$ cat config.mk
export PLATFORM = sky130hd
export DESIGN_NAME = cocd_top
export DESIGN_NICKNAME = d
export VERILOG_FILES = /design/src/hw/cocd_pkg.sv /design/src/hw/cocd_if.sv /design/src/hw/cocd_cond_eval.sv /design/src/hw/cocd_oper_decode.sv /design/src/hw/cocd_top.sv
export SDC_FILE = /design/constraint.sdc
export NUM_CORES = 1
export LEC_CHECK = 0
export BUFFER_PORTS_ARGS = -buffer_cell sky130_fd_sc_hd__buf_2
export CAP_MARGIN = 20
export CELL_PAD_IN_SITES_DETAIL_PLACEMENT = 1
export CELL_PAD_IN_SITES_GLOBAL_PLACEMENT = 2
export CORE_UTILIZATION = 35
export DETAILED_ROUTE_END_ITERATION = 16
export PLACE_DENSITY = 0.94
export SETUP_SLACK_MARGIN = 0.02
export SLEW_MARGIN = 0
export SYNTH_ARGS = -nofsm -noshare
export SYNTH_HDL_FRONTEND = slang
export SYNTH_SLANG_ARGS = --single-unit
$ cat constraint.sdc
create_clock -name clk -period 8.2 [get_ports clk]
set_input_delay 0.82 -clock clk [delete_from_list [all_inputs] [get_ports clk]]
set_output_delay 0.82 -clock clk [all_outputs]
set_load 0.005 [all_outputs]
$ cat src/hw/cocd_pkg.sv
// Behaviour
// - jump condition field is taken from bits 7:4 of the jump opcode byte
// - jump taken only when the flag test (codes 1, 2) or ext_cond_hit (codes 3..f) is true, else fall through
// - code 0000 never jumps; 0001 is S^V; 0010 is Z|(S^V)
// - opcode 04: first operand byte is source, second is destination of the sum
// - 8-bit register field selects 0..255; nibble E escapes to a working register
// - relative offset is signed 8-bit, added to the next instruction address
// - indexed location is base register plus sign-extended signed index
// - full register pair is an even address 00..fe; odd is invalid
// - extended register operand is a 12-bit address 000..fff
// - direct operand is a 16-bit program address 0000..ffff
// - bit index is three bits selecting bit 0..7 of the destination byte
// - polarity bit 0 clears the indexed bit, 1 sets it
// - immediate operand is an 8-bit value taken straight from the stream
package cocd_pkg;
    // =========================================================
    // register map
    localparam logic [7:0]  ADDR_CTRL   = 8'h00;
    localparam logic [7:0]  ADDR_PC     = 8'h04;
    localparam logic [7:0]  ADDR_STAT   = 8'h08;
    localparam logic [7:0]  ADDR_JUMP   = 8'h0c;
    localparam logic [7:0]  ADDR_OPER   = 8'h10;
    localparam logic [7:0]  ADDR_ADD    = 8'h14;
    localparam int          CTRL_EN_BIT = 3;
    localparam logic [2:0]  MODE_RST    = 3'h0;
    localparam logic        EN_RST      = 1'b1;
    localparam logic [15:0] PC_RST      = 16'h0000;
    // =========================================================
    // opcodes and codes
    localparam logic [7:0]  OPC_ADD      = 8'h04;
    localparam logic [3:0]  JR_LOW       = 4'hb;
    localparam logic [3:0]  JP_LOW       = 4'hd;
    localparam logic [3:0]  ESC_NIB      = 4'he;
    localparam logic [3:0]  NEVER_CODE   = 4'h0;
    localparam logic [3:0]  signed_below_code   = 4'h1;
    localparam logic [3:0]  signed_at_most_code = 4'h2;
    localparam int          FLAG_C = 3;
    localparam int          FLAG_Z = 2;
    localparam int          FLAG_S = 1;
    localparam int          FLAG_V = 0;
    // =========================================================
    // operand modes
    localparam logic [2:0]  MODE_REG       = 3'h0;
    localparam logic [2:0]  MODE_IMMEDIATE = 3'h1;
    localparam logic [2:0]  MODE_PAIR      = 3'h2;
    localparam logic [2:0]  MODE_WPAIR     = 3'h3;
    localparam logic [2:0]  MODE_EXT12     = 3'h4;
    localparam logic [2:0]  MODE_DIRECT16  = 3'h5;
    localparam logic [2:0]  MODE_BITOP     = 3'h6;
    localparam logic [2:0]  MODE_INDEXED   = 3'h7;
    localparam int          BIT_POL_POS    = 3;

    function automatic logic is_escaped(input logic [7:0] b);
        return b[7:4] == ESC_NIB;
    endfunction

    function automatic logic [15:0] sext8(input logic [7:0] b);
        return {{8{b[7]}}, b};
    endfunction

    function automatic logic two_bytes(input logic [2:0] m);
        return m[2];
    endfunction
endpackage

$ cat src/hw/cocd_if.sv
`timescale 1ns/1ns
interface cocd_if;
    logic [3:0]  jump_condition_field;
    logic [3:0]  flags;
    logic        ext_hit;
    logic        cond_true;
    logic [2:0]  mode;
    logic [7:0]  byte1;
    logic [7:0]  byte2;
    logic [15:0] value;
    logic        bad;
    logic        esc;
    modport core (output jump_condition_field, flags, ext_hit, mode, byte1, byte2,
                  input  cond_true, value, bad, esc);
    modport cond (input jump_condition_field, flags, ext_hit, output cond_true);
    modport oper (input mode, byte1, byte2, output value, bad, esc);
endinterface

$ cat src/hw/cocd_cond_eval.sv
`timescale 1ns/1ns
module cocd_cond_eval (
    cocd_if.cond c
);
    logic sv;
    always_comb begin
        sv = c.flags[cocd_pkg::FLAG_S] ^ c.flags[cocd_pkg::FLAG_V];
        if (c.jump_condition_field == cocd_pkg::NEVER_CODE) begin
            c.cond_true = 1'b0;
        end else if (c.jump_condition_field == cocd_pkg::signed_below_code) begin
            c.cond_true = sv;
        end else if (c.jump_condition_field == cocd_pkg::signed_at_most_code) begin
            c.cond_true = c.flags[cocd_pkg::FLAG_Z] | sv;
        end else begin
            c.cond_true = c.ext_hit;
        end
    end
endmodule

$ cat src/hw/cocd_oper_decode.sv
`timescale 1ns/1ns
module cocd_oper_decode (
    cocd_if.oper o
);
    logic [3:0] p;
    logic [2:0] idx;
    logic [7:0] bm;
    always_comb begin
        p     = o.byte1[3:0];
        idx   = o.byte1[2:0];
        bm    = 8'h01 << idx;
        o.bad = 1'b0;
        o.esc = 1'b0;
        case (o.mode)
            cocd_pkg::MODE_REG: begin
                o.esc   = cocd_pkg::is_escaped(o.byte1);
                o.value = o.esc ? {12'h000, p} : {8'h00, o.byte1};
            end
            cocd_pkg::MODE_IMMEDIATE: begin
                o.value = {8'h00, o.byte1};
            end
            cocd_pkg::MODE_PAIR: begin
                o.value = {8'h00, o.byte1};
                o.bad   = o.byte1[0];
            end
            cocd_pkg::MODE_WPAIR: begin
                o.value = {8'h00, p, p | 4'h1};
                o.bad   = p[0];
            end
            cocd_pkg::MODE_EXT12: begin
                o.value = {4'h0, o.byte1[3:0], o.byte2};
            end
            cocd_pkg::MODE_DIRECT16: begin
                o.value = {o.byte1, o.byte2};
            end
            cocd_pkg::MODE_BITOP: begin
                o.value = {8'h00, o.byte1[cocd_pkg::BIT_POL_POS] ? (o.byte2 | bm)
                                                                 : (o.byte2 & ~bm)};
            end
            default: begin
                o.value = {8'h00, o.byte1} + cocd_pkg::sext8(o.byte2);
            end
        endcase
    end
endmodule

$ cat src/hw/cocd_top.sv
// Design decisions made here: register access over Wishbone and the register offsets.
`timescale 1ns/1ns
module cocd_top (
    input  wire logic        clk,
    input  wire logic        srst,
    input  wire logic        wb_cyc_i,
    input  wire logic        wb_stb_i,
    input  wire logic        wb_we_i,
    input  wire logic [7:0]  wb_adr_i,
    input  wire logic [3:0]  wb_sel_i,
    input  wire logic [31:0] wb_dat_i,
    output wire logic [31:0] wb_dat_o,
    output wire logic        wb_ack_o,
    input  wire logic        fetch_valid,
    input  wire logic [7:0]  fetch_byte,
    output wire logic        fetch_ready,
    input  wire logic [3:0]  cond_flags,
    input  wire logic        ext_cond_hit,
    output wire logic        jump_hit,
    output wire logic        jump_taken,
    output wire logic [15:0] jump_target,
    output wire logic        add_valid,
    output wire logic [7:0]  add_src,
    output wire logic [7:0]  add_dst,
    output wire logic        oper_valid,
    output wire logic [15:0] oper_value,
    output wire logic        oper_bad
);
    // =========================================================
    // state
    typedef enum logic [1:0] {ST_OP, ST_B1, ST_B2} cocd_st_e;

    typedef struct packed {
        cocd_st_e    st;
        logic [7:0]  opc;
        logic [7:0]  b1;
        logic [15:0] pc;
        logic [2:0]  mode;
        logic        en;
        logic        ack;
        logic [31:0] rdata;
        logic        jump_hit;
        logic        jump_taken;
        logic [3:0]  jump_code;
        logic [15:0] jump_target;
        logic        add_pulse;
        logic [7:0]  add_src;
        logic [7:0]  add_dst;
        logic        add_src_esc;
        logic        add_dst_esc;
        logic        oper_pulse;
        logic [2:0]  oper_mode;
        logic [15:0] oper_value;
        logic        oper_bad;
        logic        oper_esc;
    } cocd_state_s;

    cocd_state_s r;
    cocd_state_s next_r;

    cocd_if dif ();

    logic        bus_req;
    logic        accept;
    logic        is_jr;
    logic        is_jp;
    logic        is_add;
    logic [15:0] pc_next;
    logic [15:0] rel_target;
    logic [31:0] rd_mux;

    // =========================================================
    // decoders
    cocd_cond_eval u_cond (
        .c (dif.cond)
    );

    cocd_oper_decode u_oper (
        .o (dif.oper)
    );

    assign dif.jump_condition_field = r.opc[7:4];
    assign dif.flags   = cond_flags;
    assign dif.ext_hit = ext_cond_hit;
    assign dif.mode    = r.oper_mode;
    assign dif.byte1   = (r.st == ST_B1) ? fetch_byte : r.b1;
    assign dif.byte2   = fetch_byte;

    assign bus_req     = wb_cyc_i & wb_stb_i;
    assign fetch_ready = r.en;
    assign accept      = fetch_valid & r.en;
    assign is_add      = r.opc == cocd_pkg::OPC_ADD;
    assign is_jr       = r.opc[3:0] == cocd_pkg::JR_LOW;
    assign is_jp       = r.opc[3:0] == cocd_pkg::JP_LOW;
    assign pc_next     = r.pc + 16'h0001;
    assign rel_target  = pc_next + cocd_pkg::sext8(fetch_byte);

    // =========================================================
    // register read mux
    always_comb begin
        rd_mux = 32'h0000_0000;
        if (wb_adr_i == cocd_pkg::ADDR_CTRL) begin
            rd_mux = {28'h0000000, r.en, r.mode};
        end else if (wb_adr_i == cocd_pkg::ADDR_PC) begin
            rd_mux = {16'h0000, r.pc};
        end else if (wb_adr_i == cocd_pkg::ADDR_STAT) begin
            rd_mux = {22'h000000, r.st, r.opc};
        end else if (wb_adr_i == cocd_pkg::ADDR_JUMP) begin
            rd_mux = {11'h000, r.jump_code, r.jump_taken, r.jump_target};
        end else if (wb_adr_i == cocd_pkg::ADDR_OPER) begin
            rd_mux = {11'h000, r.oper_mode, r.oper_esc, r.oper_bad, r.oper_value};
        end else if (wb_adr_i == cocd_pkg::ADDR_ADD) begin
            rd_mux = {14'h0000, r.add_dst_esc, r.add_src_esc, r.add_dst, r.add_src};
        end
    end

    // =========================================================
    // next state
    always_comb begin
        next_r            = r;
        next_r.ack        = 1'b0;
        next_r.jump_hit   = 1'b0;
        next_r.add_pulse  = 1'b0;
        next_r.oper_pulse = 1'b0;

        if (accept) begin
            next_r.pc = pc_next;
            case (r.st)
                ST_OP: begin
                    next_r.opc       = fetch_byte;
                    next_r.oper_mode = r.mode;
                    next_r.st        = ST_B1;
                end
                ST_B1: begin
                    next_r.b1 = fetch_byte;
                    if (is_jr) begin
                        next_r.jump_hit    = 1'b1;
                        next_r.jump_code   = r.opc[7:4];
                        next_r.jump_taken  = dif.cond_true;
                        next_r.jump_target = dif.cond_true ? rel_target : pc_next;
                        next_r.pc          = dif.cond_true ? rel_target : pc_next;
                        next_r.st          = ST_OP;
                    end else if (is_jp || is_add || cocd_pkg::two_bytes(r.oper_mode)) begin
                        next_r.st = ST_B2;
                    end else begin
                        next_r.oper_pulse = 1'b1;
                        next_r.oper_value = dif.value;
                        next_r.oper_bad   = dif.bad;
                        next_r.oper_esc   = dif.esc;
                        next_r.st         = ST_OP;
                    end
                end
                ST_B2: begin
                    next_r.st = ST_OP;
                    if (is_add) begin
                        next_r.add_pulse   = 1'b1;
                        next_r.add_src     = r.b1;
                        next_r.add_dst     = fetch_byte;
                        next_r.add_src_esc = cocd_pkg::is_escaped(r.b1);
                        next_r.add_dst_esc = cocd_pkg::is_escaped(fetch_byte);
                    end else if (is_jp) begin
                        next_r.jump_hit    = 1'b1;
                        next_r.jump_code   = r.opc[7:4];
                        next_r.jump_taken  = dif.cond_true;
                        next_r.jump_target = dif.cond_true ? {r.b1, fetch_byte}
                                                           : pc_next;
                        next_r.pc          = dif.cond_true ? {r.b1, fetch_byte} : pc_next;
                    end else begin
                        next_r.oper_pulse = 1'b1;
                        next_r.oper_value = dif.value;
                        next_r.oper_bad   = dif.bad;
                        next_r.oper_esc   = dif.esc;
                    end
                end
                default: begin
                    next_r.st = ST_OP;
                end
            endcase
        end

        // bus access: the pc bytes that a write selects in wb_sel_i win over the fetch advance
        if (bus_req && !r.ack) begin
            next_r.ack   = 1'b1;
            next_r.rdata = rd_mux;
            if (wb_we_i) begin
                if (wb_adr_i == cocd_pkg::ADDR_CTRL && wb_sel_i[0]) begin
                    next_r.mode = wb_dat_i[2:0];
                    next_r.en   = wb_dat_i[cocd_pkg::CTRL_EN_BIT];
                end else if (wb_adr_i == cocd_pkg::ADDR_PC) begin
                    if (wb_sel_i[0]) begin
                        next_r.pc[7:0] = wb_dat_i[7:0];
                    end
                    if (wb_sel_i[1]) begin
                        next_r.pc[15:8] = wb_dat_i[15:8];
                    end
                    if (wb_sel_i[1:0] != 2'h0) begin
                        next_r.st = ST_OP;
                    end
                end
            end
        end

        if (!bus_req) begin
            next_r.ack = 1'b0;
        end
    end

    always_ff @(posedge clk) begin
        if (srst) begin
            r      <= '0;
            r.st   <= ST_OP;
            r.pc   <= cocd_pkg::PC_RST;
            r.mode <= cocd_pkg::MODE_RST;
            r.en   <= cocd_pkg::EN_RST;
        end else begin
            r <= next_r;
        end
    end

    // =========================================================
    // outputs
    assign wb_ack_o    = r.ack;
    assign wb_dat_o    = r.rdata;
    assign jump_hit    = r.jump_hit;
    assign jump_taken  = r.jump_taken;
    assign jump_target = r.jump_target;
    assign add_valid   = r.add_pulse;
    assign add_src     = r.add_src;
    assign add_dst     = r.add_dst;
    assign oper_valid  = r.oper_pulse;
    assign oper_value  = r.oper_value;
    assign oper_bad    = r.oper_bad;
endmodule

==> results_dict.tcl <==
set metrics [dict create \
    rsz0062_at_grt "no" \
    cts_buffers 17 \
    power_frac_comb 0.156 \
    dpl_worst_slack_ns 4.023 \
    yosysSeqAreaShare 0.2913 \
    dp_cells 1432 \
    nFillCells 2941 \
    cp_top_family "adder cells" \
    p_seq_frac 0.380 \
    post-route-min-period_ns 4.205 \
    status "complete, no violations" \
    synth_edf_count 0 \
    p_per_area_nw_per_um2 181.7 \
    insertion_delay_ns 0.43 \
    worst_pin_slew_ns 1.032 \
    dr.pass1.iters 5 \
    avgSynthCellArea_sq_um 7.535 \
    postCtsSetupBuffers 0 \
    diodes 0 \
    skew_ns 0.01084 \
    gp_congestion 0.9323 \
    ys_async_sr_fraction 0 \
    layout_commonest_cell "nand2_1" \
    path_buf_inv 1 \
    drive_gt1_frac 0.1572 \
    via_per_inst 5.839 \
    grt_usage 0.2775 \
    ir_worst_vdd_uv 142.3 \
    swShare 0.2958 \
    finalSetupTns_ns 0 \
    wl_per_cell_um 23.07 \
    clockBufferDepth 2 \
    syn_to_final_growth_pct 9.990 \
    synth_cell_types 76 \
    drcViolationCount 0 \
    clkPwrFrac 0.464 \
    critPathMaxStageDelay_ns 0.73 \
    grt_pass1_wl_mm 51.00 \
    crit_fanout 16 \
    cts.htree.levels 4 \
    cts.reportedPaths.clkPinSlew_ns 0.06 \
    cp_data_arrival_time_ns 4.48 \
    cts.sinks 123 \
    drv_cap 0 \
    fin_ws_ns 3.995 \
    hp-class "reg2reg" \
    critical_path_class "reg2reg" \
    nNetsFinal 1227 \
    p_leak_nw 3.725 \
    synth_ff_type "dfxtp_1" \
    synth_area_sq_um 8454 \
    hold_violations 0 \
    ys_ff_latch 123 \
    vias 8548 \
    placementRows 56 \
    tritoncts "done" \
    slew_headroom 0.3117 \
    port_buffers 119 \
    setup_viol 0 \
    die_h_um 157.4 \
    cp_data_required_time_ns 8.47 \
    drv_slew 0 \
    synthCells 1122 \
    drtAntennaViolNets 0 \
    cp_cell_sequence "ha_1 > mux2i_1 > inv_2 > ha_1 > fa_1 > a21o_1 > a21oi_1 > o21bai_1 > a21oi_1 > a21oi_1 > xor2_1 > a221oi_1 > nor3_1" \
    core-area_sq_um 23610 \
    fin_crit_sh 0.5128 \
    cpMostUsedCell "a21oi_1" \
    hpwl_mm 25.14 \
    io_pins 150 \
    layout_common_cells "nand2_1, dfxtp_1, nor2_1" \
    fmax_mhz 237.8 \
    dieArea_sq_um 24780 \
    endpoint_kind "register" \
    die_x_um 157.4 \
    critPathLaunchType "register" \
    cts-root-buf "clkbuf_16" \
    grt_antenna_before_repair 0 \
    grt_pass1_vias 8358 \
    gr-total-overflow 0 \
    cts_hold_buf 0 \
    p_sw_mw 0.4997 \
    start_util 0.3580 \
    cts_resized 0 \
    ys_warn_count 0 \
    grt_max_degree 87 \
    totalWireLength_mm 33.77 \
    drt_iter0_markers 889 \
    instances_no_fill 1464 \
    intPower_mw 1.190 \
    slowest_stage "ha_1" \
]
==> worst paths after layout <==
check	from	end	slack (ns)	cells past startpoint
setup / recovery	r[132]	oper_value[8]	4.00	13
setup reg to reg	r[132]	oper_value[8]	4.00	13
hold reg to reg	wb_dat_o[1]	wb_dat_o[1]	0.45	2
hold / removal	wb_dat_o[1]	wb_dat_o[1]	0.45	2
==> flip-flops by register name (all words and copies together) (netlist names) <==
register,flops
add_valid,1
wb_ack_o,1
jump_hit,1
wb_dat_o,21
oper_value,16
jump_taken,1
oper_valid,1
dif.mode,3
fetch_ready,1
add_dst,8
add_src,8
oper_bad,1
jump_target,16
r,40
dif.jump_condition_field,4
==> power groups by stage <==
stage	clock network, mW	logic [mW]	registers (mW)
global route	0.818	0.289	0.643
finish	0.784	0.264	0.642
global placement	0	0.251	0.653
floorplan	0	0.189	0.639
CTS	0.792	0.259	0.641
detailed placement	0	0.257	0.654
==> through the flow <==
stage	instance area (sq um)	total power, mW	hold slack, ns	util
finish	9299	1.690	0.4481	0.3938
global route	9299	1.750	0.4734	0.3938
CTS	9284	1.692	0.4496	0.3932
detailed placement	8677	0.9111	0.4421	0.3675
global placement	8677	0.9043	0.4387	0.3675
floorplan	8492	0.8284	0.4316	-
==> area by class of cell <==
cell class | count | area [sq um] | area share
clock inverter | 13 | 167.7 | 0.01803
clock buffer | 18 | 439.2 | 0.04723
tap | 319 | 399.1 | 0.04292
multi-input combinational | 833 | 5045 | 0.5425
timing repair buffer | 128 | 673.1 | 0.07239
inverter | 30 | 112.6 | 0.01211
sequential | 123 | 2462 | 0.2648
==> worst reg2reg max path, delay by kind of cell, from the launching register on <==
family	cells	cell delay, ns
muxes	1	0.51
buffers and inverters	1	0.19
and+or+nand+nor	1	0.09
DFF	1	0.44
adders and majority gates	3	1.44
AOI/OAI and AO/OA	6	1.22
xor gates and xnor gates	1	0.18
==> logic make-up after synthesis <==
logic type	count (synthesis)	share of synthesized area
adders and majority gates	31	0.04765
other	1	0.0004436
AOI/OAI and AO/OA	313	0.2398
muxes	39	0.04691
DFF	123	0.2913
xor gates and xnor gates	33	0.03419
and+or+nand+nor	406	0.2227
buffers and inverters	176	0.1171
==> synth_stat cells (all sizes together), types with 12 or more instances <==
library cell,n,share of area
a22oi,17,0.015
a21oi,108,0.065
a221oi,18,0.019
buf,99,0.083
o21ai,61,0.037
nor3,39,0.025
nand3,31,0.018
and3,12,0.0089
dfxtp,123,0.29
xnor2,24,0.025
nor2,124,0.058
nand2,133,0.059
nand4,13,0.0096
mux2i,37,0.044
inv,30,0.013
a211oi,25,0.023
clkbuf,47,0.021
ha,29,0.043
==> metal layers <==
layer | wire (um) | GRT usage
met2 | 14930 | 0.4216
met5 | 0 | 0
met4 | 1440 | 0.1364
met1 | 15120 | 0.3777
met3 | 2274 | 0.04626
No activity file was read; power rests on OpenSTA's default activity.
